<file path="config.mk">
export PLATFORM = sky130hd
export DESIGN_NAME = ppmc_regs
export DESIGN_NICKNAME = d
export VERILOG_FILES = /design/src/hdl/ppmc_pkg.sv /design/src/hdl/ppmc_regs.sv /design/src/hdl/ppmc_sync2.sv
export VERILOG_INCLUDE_DIRS = /design/src /design/src/hdl
export SDC_FILE = /design/constraint.sdc
export NUM_CORES = 1
export LEC_CHECK = 0
export ABC_AREA = 1
export BUFFER_PORTS_ARGS = -buffer_cell sky130_fd_sc_hd__buf_2
export CORE_MARGIN = 4
export CORE_UTILIZATION = 45
export DETAILED_ROUTE_END_ITERATION = 8
export PLACE_DENSITY = 0.86
export SYNTH_ARGS = -nofsm -noshare
export SYNTH_HDL_FRONTEND = slang
export SYNTH_SLANG_ARGS = --single-unit
</file>
<file path="constraint.sdc">
create_clock -name I_MCLK -period 1.74 [get_ports I_MCLK]
set_input_delay 0.348 -clock I_MCLK [delete_from_list [all_inputs] [get_ports I_MCLK]]
set_output_delay 0.348 -clock I_MCLK [all_outputs]
set_load 0.1 [all_outputs]
</file>
<file path="src/hdl/ppmc_defines.svh">
// Constants for the power management capability register pair
`ifndef PPMC_DEFINES_SVH
`define PPMC_DEFINES_SVH

// Configuration byte offsets of the two words
`define PPMC_CAP_OFS 8'h46
`define PPMC_CSR_OFS 8'h48

// Capabilities defaults chosen by the auxiliary supply strap
`define PPMC_CAP_AUX_DEF 16'hffc2
`define PPMC_CAP_NOAUX_DEF 16'h7e02
// Bits that never change: 14:9 and 5:0
`define PPMC_CAP_FIXED_MASK 16'h7e3f
`define PPMC_CAP_COLD_BIT 15
`define PPMC_CAP_AUX_HI 8
`define PPMC_CAP_AUX_LO 6
`define PPMC_CAP_AUX_ZERO 3'h0

// Control and status word layout
`define PPMC_CSR_RESET 16'h0000
`define PPMC_CSR_FLAG_BIT 15
`define PPMC_CSR_SCALE_HI 14
`define PPMC_CSR_SCALE_LO 13
`define PPMC_CSR_SEL_HI 12
`define PPMC_CSR_SEL_LO 9
`define PPMC_CSR_EN_BIT 8
`define PPMC_CSR_ZERO_HI 7
`define PPMC_CSR_ZERO_LO 2
`define PPMC_CSR_STATE_HI 1
`define PPMC_CSR_STATE_LO 0
`define PPMC_CSR_ZERO_FIELD 6'h00

// Byte lanes of a 16-bit configuration word
`define PPMC_BE_LO 0
`define PPMC_BE_HI 1

// Data select range and scale per index, two bits per entry
`define PPMC_SEL_RESET 4'h0
`define PPMC_SEL_MAX 4'h7
`define PPMC_SCALE_TABLE 16'h0000
`define PPMC_SCALE_NONE 2'h0

// Power state codes
`define PPMC_PS_D0 2'h0
`define PPMC_PS_D1 2'h1
`define PPMC_PS_D2 2'h2
`define PPMC_PS_D3 2'h3

// Cycles the strap synchroniser needs before it is sampled
`define PPMC_SETTLE_CYCLES 2'h2
`define PPMC_SETTLE_ZERO 2'h0
`define PPMC_SETTLE_STEP 2'h1

`endif

</file>
<file path="src/hdl/ppmc_pkg.sv">
// Types for the power management capability register pair
package ppmc_pkg;
  `include "ppmc_defines.svh"

  // One configuration access, valid for the cycle it is presented
  typedef struct packed {
    logic wr;
    logic rd;
    logic [7:0] addr;
    logic [1:0] be;
    logic [15:0] wdata;
  } ppmc_cfg_req_t;

  // Start-up sequence, one-hot
  typedef enum logic [2:0] {
    PPMC_INIT_SETTLE = 3'b001,
    PPMC_INIT_SAMPLE = 3'b010,
    PPMC_INIT_RUN = 3'b100
  } ppmc_init_t;

  typedef enum logic [1:0] {
    PPMC_D0 = `PPMC_PS_D0,
    PPMC_D1 = `PPMC_PS_D1,
    PPMC_D2 = `PPMC_PS_D2,
    PPMC_D3 = `PPMC_PS_D3
  } ppmc_pstate_t;
endpackage

</file>
<file path="src/hdl/ppmc_regs.sv">
// Power management capabilities and control/status words
`timescale 1ns/1ps
`include "ppmc_defines.svh"

// How it works
// - Supply present at reset release loads capabilities default ffc2.
// - Supply absent at reset release loads capabilities default 7e02.
// - Loader may override; without supply cold-wake bit and current forced 0.
// - Bits 14:11 read 1; bit 15 is the cold-wake capability.
// - Bits 10 and 9 read 1 for states D2 and D1.
// - Bits 8:6 report the auxiliary current need from defaults or the loader.
// - Bits 5, 4 and 3 of capabilities read 0.
// - Bits 2:0 read 010 for the interface revision.
// - The internal D3hot-to-D0 reset leaves the control word untouched.
// - Bus reset keeps wake flag and enable when cold-wake capable.
// - Wake events set the flag whatever the wake enable says.
// - Writing 1 clears the flag and releases wake; writing 0 does nothing.
// - With the wake enable clear the wake output stays inactive.
// - Bits 12:9 select a power-data entry; only 0 to 7 valid.
// - Bits 14:13 show the scale of the selected entry.
// - Control bits 7:2 always read 0.
// - Bits 1:0 hold the power state, 00 to 11 for D0 to D3.
module ppmc_regs (
  // Clock and power-up reset
  input wire logic I_MCLK,
  input wire logic I_SRST,
  // Configuration access
  input wire ppmc_pkg::ppmc_cfg_req_t I_CFG,
  output logic O_CFG_ACK,
  output logic [15:0] O_CFG_RDATA,
  // Pins from the board
  input wire logic I_AUX_PRESENT,
  input wire logic I_PCI_RST_N,
  // Device-side events and loader
  input wire logic I_WAKE_EVENT,
  input wire logic I_EE_CAP_LOAD,
  input wire logic [15:0] I_EE_CAP_DATA,
  // Power management outputs
  output logic O_PME,
  output logic [1:0] O_POWER_STATE,
  output logic O_D3HOT_RESET
);
  import ppmc_pkg::*;

  logic aux_sync;
  logic pci_rst_n_sync;
  ppmc_init_t init_state_r;
  logic [1:0] settle_cnt_r;
  logic aux_present_r;
  logic [15:0] cap_r;
  logic [15:0] cap_ee_nxt;
  logic wake_flag_r;
  logic wake_flag_nxt;
  logic wake_en_r;
  logic wake_en_nxt;
  logic [3:0] data_sel_r;
  logic [1:0] data_scale;
  logic [1:0] pstate_r;
  logic [1:0] pstate_nxt;
  logic [15:0] csr_view;
  logic [15:0] rdata_nxt;
  logic pci_reset;
  logic sticky;
  logic accept;
  logic cap_hit;
  logic csr_hit;
  logic wr_hi;
  logic wr_lo;

  ppmc_sync2 #(.RST_VAL(1'b0)) u_aux_sync (
    .i_clk(I_MCLK),
    .i_srst(I_SRST),
    .i_d(I_AUX_PRESENT),
    .o_q(aux_sync)
  );

  ppmc_sync2 #(.RST_VAL(1'b1)) u_rst_sync (
    .i_clk(I_MCLK),
    .i_srst(I_SRST),
    .i_d(I_PCI_RST_N),
    .o_q(pci_rst_n_sync)
  );

  assign pci_reset = !pci_rst_n_sync;
  assign sticky = cap_r[`PPMC_CAP_COLD_BIT];
  // Accesses during bus reset or start-up are not taken
  assign accept = (init_state_r == PPMC_INIT_RUN) && !pci_reset &&
                  (I_CFG.wr || I_CFG.rd);
  assign cap_hit = (I_CFG.addr == `PPMC_CAP_OFS);
  assign csr_hit = (I_CFG.addr == `PPMC_CSR_OFS);
  assign wr_hi = accept && I_CFG.wr && csr_hit && I_CFG.be[`PPMC_BE_HI];
  assign wr_lo = accept && I_CFG.wr && csr_hit && I_CFG.be[`PPMC_BE_LO];

  // Start-up: let the strap synchroniser fill, sample once, then run
  always_ff @(posedge I_MCLK) begin
    if (I_SRST) begin
      init_state_r <= PPMC_INIT_SETTLE;
      settle_cnt_r <= `PPMC_SETTLE_ZERO;
    end else begin
      case (init_state_r)
        PPMC_INIT_SETTLE: begin
          settle_cnt_r <= settle_cnt_r + `PPMC_SETTLE_STEP;
          if (settle_cnt_r == `PPMC_SETTLE_CYCLES) begin
            init_state_r <= PPMC_INIT_SAMPLE;
          end
        end
        PPMC_INIT_SAMPLE: begin
          init_state_r <= PPMC_INIT_RUN;
        end
        PPMC_INIT_RUN: begin
          init_state_r <= PPMC_INIT_RUN;
        end
        default: begin
          init_state_r <= PPMC_INIT_SETTLE;
        end
      endcase
    end
  end

  // Loader image: only cold-wake and current bits are programmable
  always_comb begin
    cap_ee_nxt = `PPMC_CAP_NOAUX_DEF & `PPMC_CAP_FIXED_MASK;
    cap_ee_nxt[`PPMC_CAP_COLD_BIT] = I_EE_CAP_DATA[`PPMC_CAP_COLD_BIT];
    cap_ee_nxt[`PPMC_CAP_AUX_HI:`PPMC_CAP_AUX_LO] =
      I_EE_CAP_DATA[`PPMC_CAP_AUX_HI:`PPMC_CAP_AUX_LO];
    if (!aux_present_r) begin
      cap_ee_nxt[`PPMC_CAP_COLD_BIT] = 1'b0;
      cap_ee_nxt[`PPMC_CAP_AUX_HI:`PPMC_CAP_AUX_LO] =
        `PPMC_CAP_AUX_ZERO;
    end
  end

  // Capabilities word; fixed bits 5:0 stay 000010 in both images
  always_ff @(posedge I_MCLK) begin
    if (I_SRST) begin
      cap_r <= `PPMC_CAP_NOAUX_DEF;
      aux_present_r <= 1'b0;
    end else if (init_state_r == PPMC_INIT_SAMPLE) begin
      aux_present_r <= aux_sync;
      if (aux_sync) begin
        cap_r <= `PPMC_CAP_AUX_DEF;
      end else begin
        cap_r <= `PPMC_CAP_NOAUX_DEF;
      end
    end else if (init_state_r == PPMC_INIT_RUN && I_EE_CAP_LOAD) begin
      cap_r <= cap_ee_nxt;
    end
  end

  // Wake flag and enable; an event in the clearing cycle still sets
  always_comb begin
    wake_flag_nxt = wake_flag_r;
    wake_en_nxt = wake_en_r;
    if (wr_hi) begin
      wake_en_nxt = I_CFG.wdata[`PPMC_CSR_EN_BIT];
      if (I_CFG.wdata[`PPMC_CSR_FLAG_BIT]) begin
        wake_flag_nxt = 1'b0;
      end
    end
    if (pci_reset && !sticky) begin
      wake_flag_nxt = 1'b0;
      wake_en_nxt = 1'b0;
    end
    if (I_WAKE_EVENT) begin
      wake_flag_nxt = 1'b1;
    end
  end

  // Power-up reset always clears; bus reset only via the _nxt terms
  always_ff @(posedge I_MCLK) begin
    if (I_SRST) begin
      wake_flag_r <= 1'b0;
      wake_en_r <= 1'b0;
    end else begin
      wake_flag_r <= wake_flag_nxt;
      wake_en_r <= wake_en_nxt;
    end
  end

  // Wake output follows the next flag and enable so it drops at once
  always_ff @(posedge I_MCLK) begin
    if (I_SRST) begin
      O_PME <= 1'b0;
    end else begin
      O_PME <= wake_flag_nxt && wake_en_nxt;
    end
  end

  // Data select is cleared by any bus reset
  always_ff @(posedge I_MCLK) begin
    if (I_SRST || pci_reset) begin
      data_sel_r <= `PPMC_SEL_RESET;
    end else if (wr_hi) begin
      data_sel_r <= I_CFG.wdata[`PPMC_CSR_SEL_HI:`PPMC_CSR_SEL_LO];
    end
  end

  // Scale per entry; unused indices report no scale
  always_comb begin
    if (data_sel_r <= `PPMC_SEL_MAX) begin
      data_scale = 2'(`PPMC_SCALE_TABLE >> {data_sel_r, 1'b0});
    end else begin
      data_scale = `PPMC_SCALE_NONE;
    end
  end

  always_comb begin
    pstate_nxt = pstate_r;
    if (wr_lo) begin
      pstate_nxt = I_CFG.wdata[`PPMC_CSR_STATE_HI:`PPMC_CSR_STATE_LO];
    end
  end

  always_ff @(posedge I_MCLK) begin
    if (I_SRST || pci_reset) begin
      pstate_r <= `PPMC_PS_D0;
      O_POWER_STATE <= `PPMC_PS_D0;
    end else begin
      pstate_r <= pstate_nxt;
      O_POWER_STATE <= pstate_nxt;
    end
  end

  // Internal reset for the rest of the function; this word ignores it
  always_ff @(posedge I_MCLK) begin
    if (I_SRST) begin
      O_D3HOT_RESET <= 1'b0;
    end else begin
      O_D3HOT_RESET <= wr_lo && (pstate_r == `PPMC_PS_D3) &&
                       (pstate_nxt == `PPMC_PS_D0);
    end
  end

  // Read view of the control word; reserved bits stay zero
  always_comb begin
    csr_view = `PPMC_CSR_RESET;
    csr_view[`PPMC_CSR_FLAG_BIT] = wake_flag_r;
    csr_view[`PPMC_CSR_SCALE_HI:`PPMC_CSR_SCALE_LO] = data_scale;
    csr_view[`PPMC_CSR_SEL_HI:`PPMC_CSR_SEL_LO] = data_sel_r;
    csr_view[`PPMC_CSR_EN_BIT] = wake_en_r;
    csr_view[`PPMC_CSR_ZERO_HI:`PPMC_CSR_ZERO_LO] =
      `PPMC_CSR_ZERO_FIELD;
    csr_view[`PPMC_CSR_STATE_HI:`PPMC_CSR_STATE_LO] = pstate_r;
  end

  // Read mux by address; unmapped offsets and writes answer zero
  always_comb begin
    rdata_nxt = `PPMC_CSR_RESET;
    if (accept && I_CFG.rd && cap_hit) begin
      rdata_nxt = cap_r;
    end else if (accept && I_CFG.rd && csr_hit) begin
      rdata_nxt = csr_view;
    end
  end

  always_ff @(posedge I_MCLK) begin
    if (I_SRST) begin
      O_CFG_ACK <= 1'b0;
      O_CFG_RDATA <= `PPMC_CSR_RESET;
    end else begin
      O_CFG_ACK <= accept;
      O_CFG_RDATA <= rdata_nxt;
    end
  end

  AST_CAP_AUX_ON: assert property (
    @(posedge I_MCLK) disable iff (I_SRST)
    (init_state_r == PPMC_INIT_SAMPLE) && aux_sync
    |=> cap_r == `PPMC_CAP_AUX_DEF)
    else $error("capabilities default wrong with supply present");

  AST_CAP_AUX_OFF: assert property (
    @(posedge I_MCLK) disable iff (I_SRST)
    (init_state_r == PPMC_INIT_SAMPLE) && !aux_sync
    |=> cap_r == `PPMC_CAP_NOAUX_DEF)
    else $error("capabilities default wrong with supply absent");

  AST_NOAUX_FORCE: assert property (
    @(posedge I_MCLK) disable iff (I_SRST)
    (init_state_r == PPMC_INIT_RUN) && !aux_present_r
    |-> !cap_r[`PPMC_CAP_COLD_BIT] &&
        cap_r[`PPMC_CAP_AUX_HI:`PPMC_CAP_AUX_LO] == `PPMC_CAP_AUX_ZERO)
    else $error("cold wake or current set without supply");

  AST_CAP_FIXED: assert property (
    @(posedge I_MCLK) disable iff (I_SRST)
    (init_state_r == PPMC_INIT_RUN) && I_EE_CAP_LOAD
    |=> (cap_r & `PPMC_CAP_FIXED_MASK) ==
        (`PPMC_CAP_NOAUX_DEF & `PPMC_CAP_FIXED_MASK))
    else $error("fixed capability bits changed by loader");

  AST_CAP_READ: assert property (
    @(posedge I_MCLK) disable iff (I_SRST)
    accept && I_CFG.rd && cap_hit && !I_EE_CAP_LOAD
    |=> O_CFG_ACK && O_CFG_RDATA == cap_r)
    else $error("capabilities read returned wrong value");

  AST_D3_KEEP: assert property (
    @(posedge I_MCLK) disable iff (I_SRST)
    O_D3HOT_RESET && !I_WAKE_EVENT && !pci_reset && !accept
    |=> $stable(wake_en_r) && $stable(data_sel_r) && $stable(pstate_r))
    else $error("control word disturbed by internal reset");

  AST_STICKY: assert property (
    @(posedge I_MCLK) disable iff (I_SRST)
    pci_reset && sticky && !I_WAKE_EVENT
    |=> $stable(wake_flag_r) && $stable(wake_en_r))
    else $error("sticky wake bits lost on bus reset");

  AST_NONSTICKY: assert property (
    @(posedge I_MCLK) disable iff (I_SRST)
    pci_reset && !sticky && !I_WAKE_EVENT
    |=> !wake_flag_r && !wake_en_r && pstate_r == `PPMC_PS_D0 &&
        data_sel_r == `PPMC_SEL_RESET)
    else $error("control word not cleared by bus reset");

  AST_WAKE_SET: assert property (
    @(posedge I_MCLK) disable iff (I_SRST)
    I_WAKE_EVENT |=> wake_flag_r)
    else $error("wake event did not set flag");

  AST_W1C: assert property (
    @(posedge I_MCLK) disable iff (I_SRST)
    wr_hi && I_CFG.wdata[`PPMC_CSR_FLAG_BIT] && !I_WAKE_EVENT
    |=> !wake_flag_r ##0 !O_PME)
    else $error("write of one did not clear flag and wake output");

  AST_W0_KEEP: assert property (
    @(posedge I_MCLK) disable iff (I_SRST)
    wr_hi && !I_CFG.wdata[`PPMC_CSR_FLAG_BIT] && wake_flag_r
    |=> wake_flag_r)
    else $error("write of zero changed wake flag");

  AST_PME_GATE: assert property (
    @(posedge I_MCLK) disable iff (I_SRST)
    O_PME == (wake_flag_r && wake_en_r))
    else $error("wake output disagrees with flag and enable");

  AST_SCALE: assert property (
    @(posedge I_MCLK) disable iff (I_SRST)
    accept && I_CFG.rd && csr_hit && data_sel_r > `PPMC_SEL_MAX
    |=> O_CFG_RDATA[`PPMC_CSR_SCALE_HI:`PPMC_CSR_SCALE_LO] ==
        `PPMC_SCALE_NONE)
    else $error("reserved data index reported a scale");

  AST_RESERVED: assert property (
    @(posedge I_MCLK) disable iff (I_SRST)
    O_CFG_ACK |->
    O_CFG_RDATA[`PPMC_CSR_ZERO_HI:`PPMC_CSR_ZERO_LO] == `PPMC_CSR_ZERO_FIELD
    || $past(cap_hit))
    else $error("reserved control bits read nonzero");

  AST_PSTATE: assert property (
    @(posedge I_MCLK) disable iff (I_SRST)
    wr_lo ##1 !pci_reset
    |-> O_POWER_STATE ==
        $past(I_CFG.wdata[`PPMC_CSR_STATE_HI:`PPMC_CSR_STATE_LO]))
    else $error("power state write not reflected");
endmodule

</file>
<file path="src/hdl/ppmc_sync2.sv">
// Two-stage synchroniser for a level arriving from a pin
`timescale 1ns/1ps
module ppmc_sync2 #(
  parameter logic RST_VAL = 1'b0
) (
  input wire logic i_clk,
  input wire logic i_srst,
  input wire logic i_d,
  output logic o_q
);
  logic meta_r;
  logic sync_r;

  // The first stage feeds only the second
  always_ff @(posedge i_clk) begin
    if (i_srst) begin
      meta_r <= RST_VAL;
      sync_r <= RST_VAL;
    end else begin
      meta_r <= i_d;
      sync_r <= meta_r;
    end
  end

  assign o_q = sync_r;
endmodule

</file>
* Yosys cells after proc, flatten, opt, wreduce, memory -nomap -nowiden
Cells that the tools add are included.
** Word-level totals
- Bits in latches :: 0
- Memories :: 0
- Register bits :: 53
- Logic and storage cells :: 65
- Input port bits :: 50
- RAM bits :: 0
- ROM bits :: 0
- Output and inout port bits :: 21
** Operators by class
- Reductions and logical operators :: 21
- Mux-type cells :: 17
- Divide/modulo/power cells :: 0
- Bitwise operators :: 0
- Equality and inequality tests :: 8
- Multiply operators :: 0
- Add/subtract/negate cells :: 1
- Shift operators :: 1
- Order comparisons :: 1
** Operators by type and width (number)
- 16-bit 2-to-1 mux :: 5
- 8-bit by 7-bit == test with 1-bit output, second input constant :: 2
- 1-bit logical AND :: 14
- 1-bit 2-to-1 mux :: 7
- 3-bit 2-to-1 mux :: 2
- 3-bit one-hot mux with 2 select lines :: 1
- 1-bit by 5-bit >> shifter with 2-bit output, first input constant :: 1
- 2-bit == test, second input constant :: 2
- 4-bit by 3-bit <= comparator with 1-bit output, second input constant :: 1
- 2-bit 2-to-1 mux :: 2
- 3-bit by 1-bit == test with 1-bit output, second input constant :: 1
- 3-bit by 2-bit == test with 1-bit output, second input constant :: 1
- 3-bit == test, second input constant :: 1
- 2-bit by 1-bit adder with 2-bit output, second input constant :: 1
- 1-bit zero test :: 2
- 2-bit zero test :: 1
- 1-bit logical OR :: 2
- 2-bit inequality test, second input constant :: 1
- 2-bit nonzero test :: 1
- 2-bit OR reduction :: 1

* Logic depth before layout (Yosys ltp)
- Depth after elaboration :: 10
- Depth in mapped cells :: 9
- Mapped depth without buffers :: 9

* Modules after synthesis
Synthesis repeated with hierarchy kept, for this count alone.
** Unflattened totals
- Cell total of the unflattened synthesis :: 176
- Area, all modules :: 1441.4 µm²
** Modules (own cells, without submodules)
- ppmc_regs :: area each 1327.5 µm², cells an instance 163, instances 1, seq. area each 640.6 µm²
- ppmc_sync2 at u_rst_sync :: area each 58.8 µm², cells an instance 7, instances 1, seq. area each 40.0 µm²
- ppmc_sync2 at u_aux_sync :: area each 55.1 µm², cells an instance 6, instances 1, seq. area each 40.0 µm²

* Worst setup path after synthesis
OpenSTA, ideal clock, no wires.
- Kind :: reg-to-output
- Start :: register O_CFG_RDATA[14]
- End :: output port O_CFG_RDATA[14]
- Slack :: 36 ps
- Buffers on the path :: 1
- Data required time :: 1392 ps
- Cell stages (with the launch flop) :: 2
- Arrival :: 1356 ps
- Cells stage by stage :: dfxtp_1 > buf_4
** RTL lines
- start: declaration :: line ppmc_regs.sv:30 : output logic [15:0] O_CFG_RDATA,
- start signal: assignment :: line ppmc_regs.sv:259 : O_CFG_RDATA <= `PPMC_CSR_RESET;
- start signal: assignment :: line ppmc_regs.sv:262 : O_CFG_RDATA <= rdata_nxt;
No word-level cell between the ends.

==> results.toml <==
[die]
rows = 20
core_um2 = 3050
dieWidth_um = 64.5
ios = 71
die_h_um = 64.5
start_util_pct = 47.0
die_area_um2 = 4160

[sta]
final.min_clock_period_ns = 1.51
max_freq_mhz = 663
fin_setup_tns_ns = 0
skew_ns = 0.0121
rsz0062_at_grt = "false"
finalSetupViolCount = 0
slew_viol_final = 0
hold_viol = 0
post-route-period-util_pct = 86.7

[min_path]
min_path_type = "input pin to flop"
holdPathEnd = "O_D3HOT_RESET"
whs_path_depth = 2
hold_start = "I_CFG[1]"

[power_and_ir_drop]
total_power_uw = 1630
vdd.ir_drop.worst_mv = 0.647
cellLeakagePower_uw = 0.000867
p_per_area_nw_per_um2 = 926

[synth]
syn_area_um2 = 1440
ys_ff_latch = 36
synth-seq-area-share_pct = 50.2
synth.avg_cell_area_um2 = 8.25
synthArstFlopShare_pct = 0
synthTopCellsByArea = "dfxtp_1 50%, nand2_1 8.4%, inv_1 5.0%"
synth-edff-count = 0
synth.top_cell.area_share_pct = 50.2
ys.flop_type = "dfxtp_1"
synth_commonest_cells = "36 x dfxtp_1, 32 x nand2_1, 19 x inv_1, 19 x nor2_1, 13 x a21oi_1"
synth_cell_types = 25
synth.most_common_cell = "dfxtp_1"
yosys.area.top_type = "dfxtp_1"
yosys_warnings = 0
syn-instance-count = 174

[clocking]
cts_buffers = 5
clock-root-buffer = "clkbuf_4"
post_cts_buffers = 0
clk_latency_ns = 0.34
cts_resized = 0
cts-htree-levels = 2
hold_buffers = 0
clock-sinks = 36
clk_pin_slew_ns = 0.10
cts.path.max_buffers = 2
cts_tree = "built"

[routing]
detail_route.wl_per_cell_um = 9.93
drcViolationCount = 0
ant_nets = 0
drt-initial-drc-count = 51
avgViaCountPerCell = 4.41
wirelength_mm = 2.66
num_vias = 1181
firstDrtPassIters = 4

[placed_design]
portBuffers = 46
place_congestion = 0.733
dpl_cell_area_um2 = 1690
placed_cells = 260
dp_hpwl_mm = 2.16

[finish]
multi_input_area_um2 = 591
syn_to_final_growth_pct = 22.8
final_area_um2 = 1760
nets = 274
fill_cells = 303
utilization_pct = 57.7
fin_cells = 268
insertedDiodeCount = 0
layout-drive-gt1-share_pct = 33.9
seq_area_um2 = 721

[global_routing]
grt_max_degree = 19
grt_overflow_total = 0
grt_pass1_vias = 1060
grt_pass1_wl_mm = 4.32
track_usage_pct = 13.4
antenna_found_initial = 0

[worst_setup_path]
path_delay_family = "buffers and inverters"
crit_start = "pstate_r[1]"
r2r_end = "O_PME"
worstRegToRegCells = 6
r2r_slack_ns = 0.39
path_max_fanout = 4
arrival_ns = 1.16
crit_path_top_delay_cell = "buf_2"
setup.worst_path.start_class = "flop"
cp.required_ns = 1.39
crit_type = "flop to primary output"
cp_num_buf_inv = 1
cp-end-kind = "primary output"
crit_chain = "buf_2"
critPathMaxStageDelay_ns = 0.45
r2r_start = "init_state_r[1]"

[flow_run]
maxCapViolations = 0

[run_status]
status = "finished clean"
## sequential cells by signal, summed over array words and instances, names as in the netlist
signal,cells
O_CFG_RDATA,11
cap_r,4
data_sel_r,4
init_state_r,3
pstate_r,2
settle_cnt_r,2
O_CFG_ACK,1
O_D3HOT_RESET,1
O_PME,1
aux_present_r,1
u_aux_sync.meta_r,1
u_aux_sync.o_q,1
u_rst_sync.meta_r,1
u_rst_sync.o_q,1
wake_en_r,1
wake_flag_r,1
## cell type report
| cell class | count | share of cell area (%) |
|---|---|---|
| multi-input cells | 110 | 33.5 |
| well taps | 44 | 3.12 |
| repair buffers | 46 | 13.1 |
| flip-flops and latches | 36 | 40.9 |
| clock buffers | 6 | 2.34 |
| clock inverters | 2 | 1.99 |
| inverters | 24 | 5.11 |
## kinds of logic after synthesis
family	Yosys count	synth area share, %
AND/OR/NAND/NOR	84	31.0
flip-flops	36	50.2
buffers and inverters	31	9.42
AO/OA/AOI/OAI	20	7.67
XOR/XNOR	1	0.610
adder cells (fa/ha/maj)	1	0.872
other	1	0.261
## routing by layer
metal / GRT usage [%] / vias to the layer above / share of wire (%)
met5: 0 / - / 0
met1: 13.8 / 509 / 41
li1: - / 637 / -
met3: 5.89 / 3 / 8.6
met2: 24.5 / 32 / 50
met4: 3.96 / 0 / 1.0
## how the worst max path moves through the flow
stage | to | slack [ns] | depth (start not counted)
floorplan | O_CFG_RDATA[14] | 0.04 | 1
CTS | O_POWER_STATE[1] | 0.21 | 1
global placement | O_PME | 0.21 | 9
detailed placement | O_PME | 0.18 | 9
finish | O_POWER_STATE[1] | 0.23 | 1
global route | O_POWER_STATE[1] | 0.18 | 1
## per-stage QoR
| step | setup slack (ns) | hold slack (ns) |
|---|---|---|
| floorplan | 0.0358 | 0.388 |
| global route | 0.181 | 0.176 |
| CTS | 0.208 | 0.163 |
| detailed placement | 0.176 | 0.399 |
| global placement | 0.208 | 0.390 |
| finish | 0.231 | 0.190 |
## placed cells by master (no fill, tap or decap)
master / netlist / routed
buf_2: 0 / 46
dfxtp_1: 36 / 36
nand2_1: 32 / 32
inv_1: 19 / 19
nor2_1: 19 / 19
a21oi_1: 13 / 13
nand3_1: 10 / 10
nor2_4: 5 / 5
inv_2: 5 / 5
nand2_2: 5 / 5
clkbuf_4: 0 / 5
o211ai_1: 4 / 4
conb_1: 1 / 4
o21ai_0: 3 / 3
nor3_1: 2 / 2
nand3b_1: 2 / 2
nand2_4: 2 / 2
or2_2: 2 / 2
nand4_1: 1 / 1
nor3_4: 1 / 1
nor3_2: 1 / 1
nand4_2: 1 / 1
nand3_2: 1 / 1
xor2_1: 1 / 1
ha_1: 1 / 1
clkinv_2: 0 / 1
bufinv_16: 0 / 1
clkbuf_1: 2 / 1
## worst register-to-register path, stage by stage, from the launching register on
cell and delay (ns):
dfxtp_1 0.36, nor2_4 0.14, nand4_2 0.11, nor2_4 0.26, nand3_1 0.14, a21oi_1 0.19, nor2_1 0.06
## power breakdown
group / total [uW] / internal (uW) / switching [uW] / leakage (uW)
combinational: 191 / 65.7 / 125 / 0.000533
clock: 562 / 301 / 261 / 0.0000422
sequential: 880 / 860 / 20.1 / 0.000292
Power figures use the tool's default switching activity.
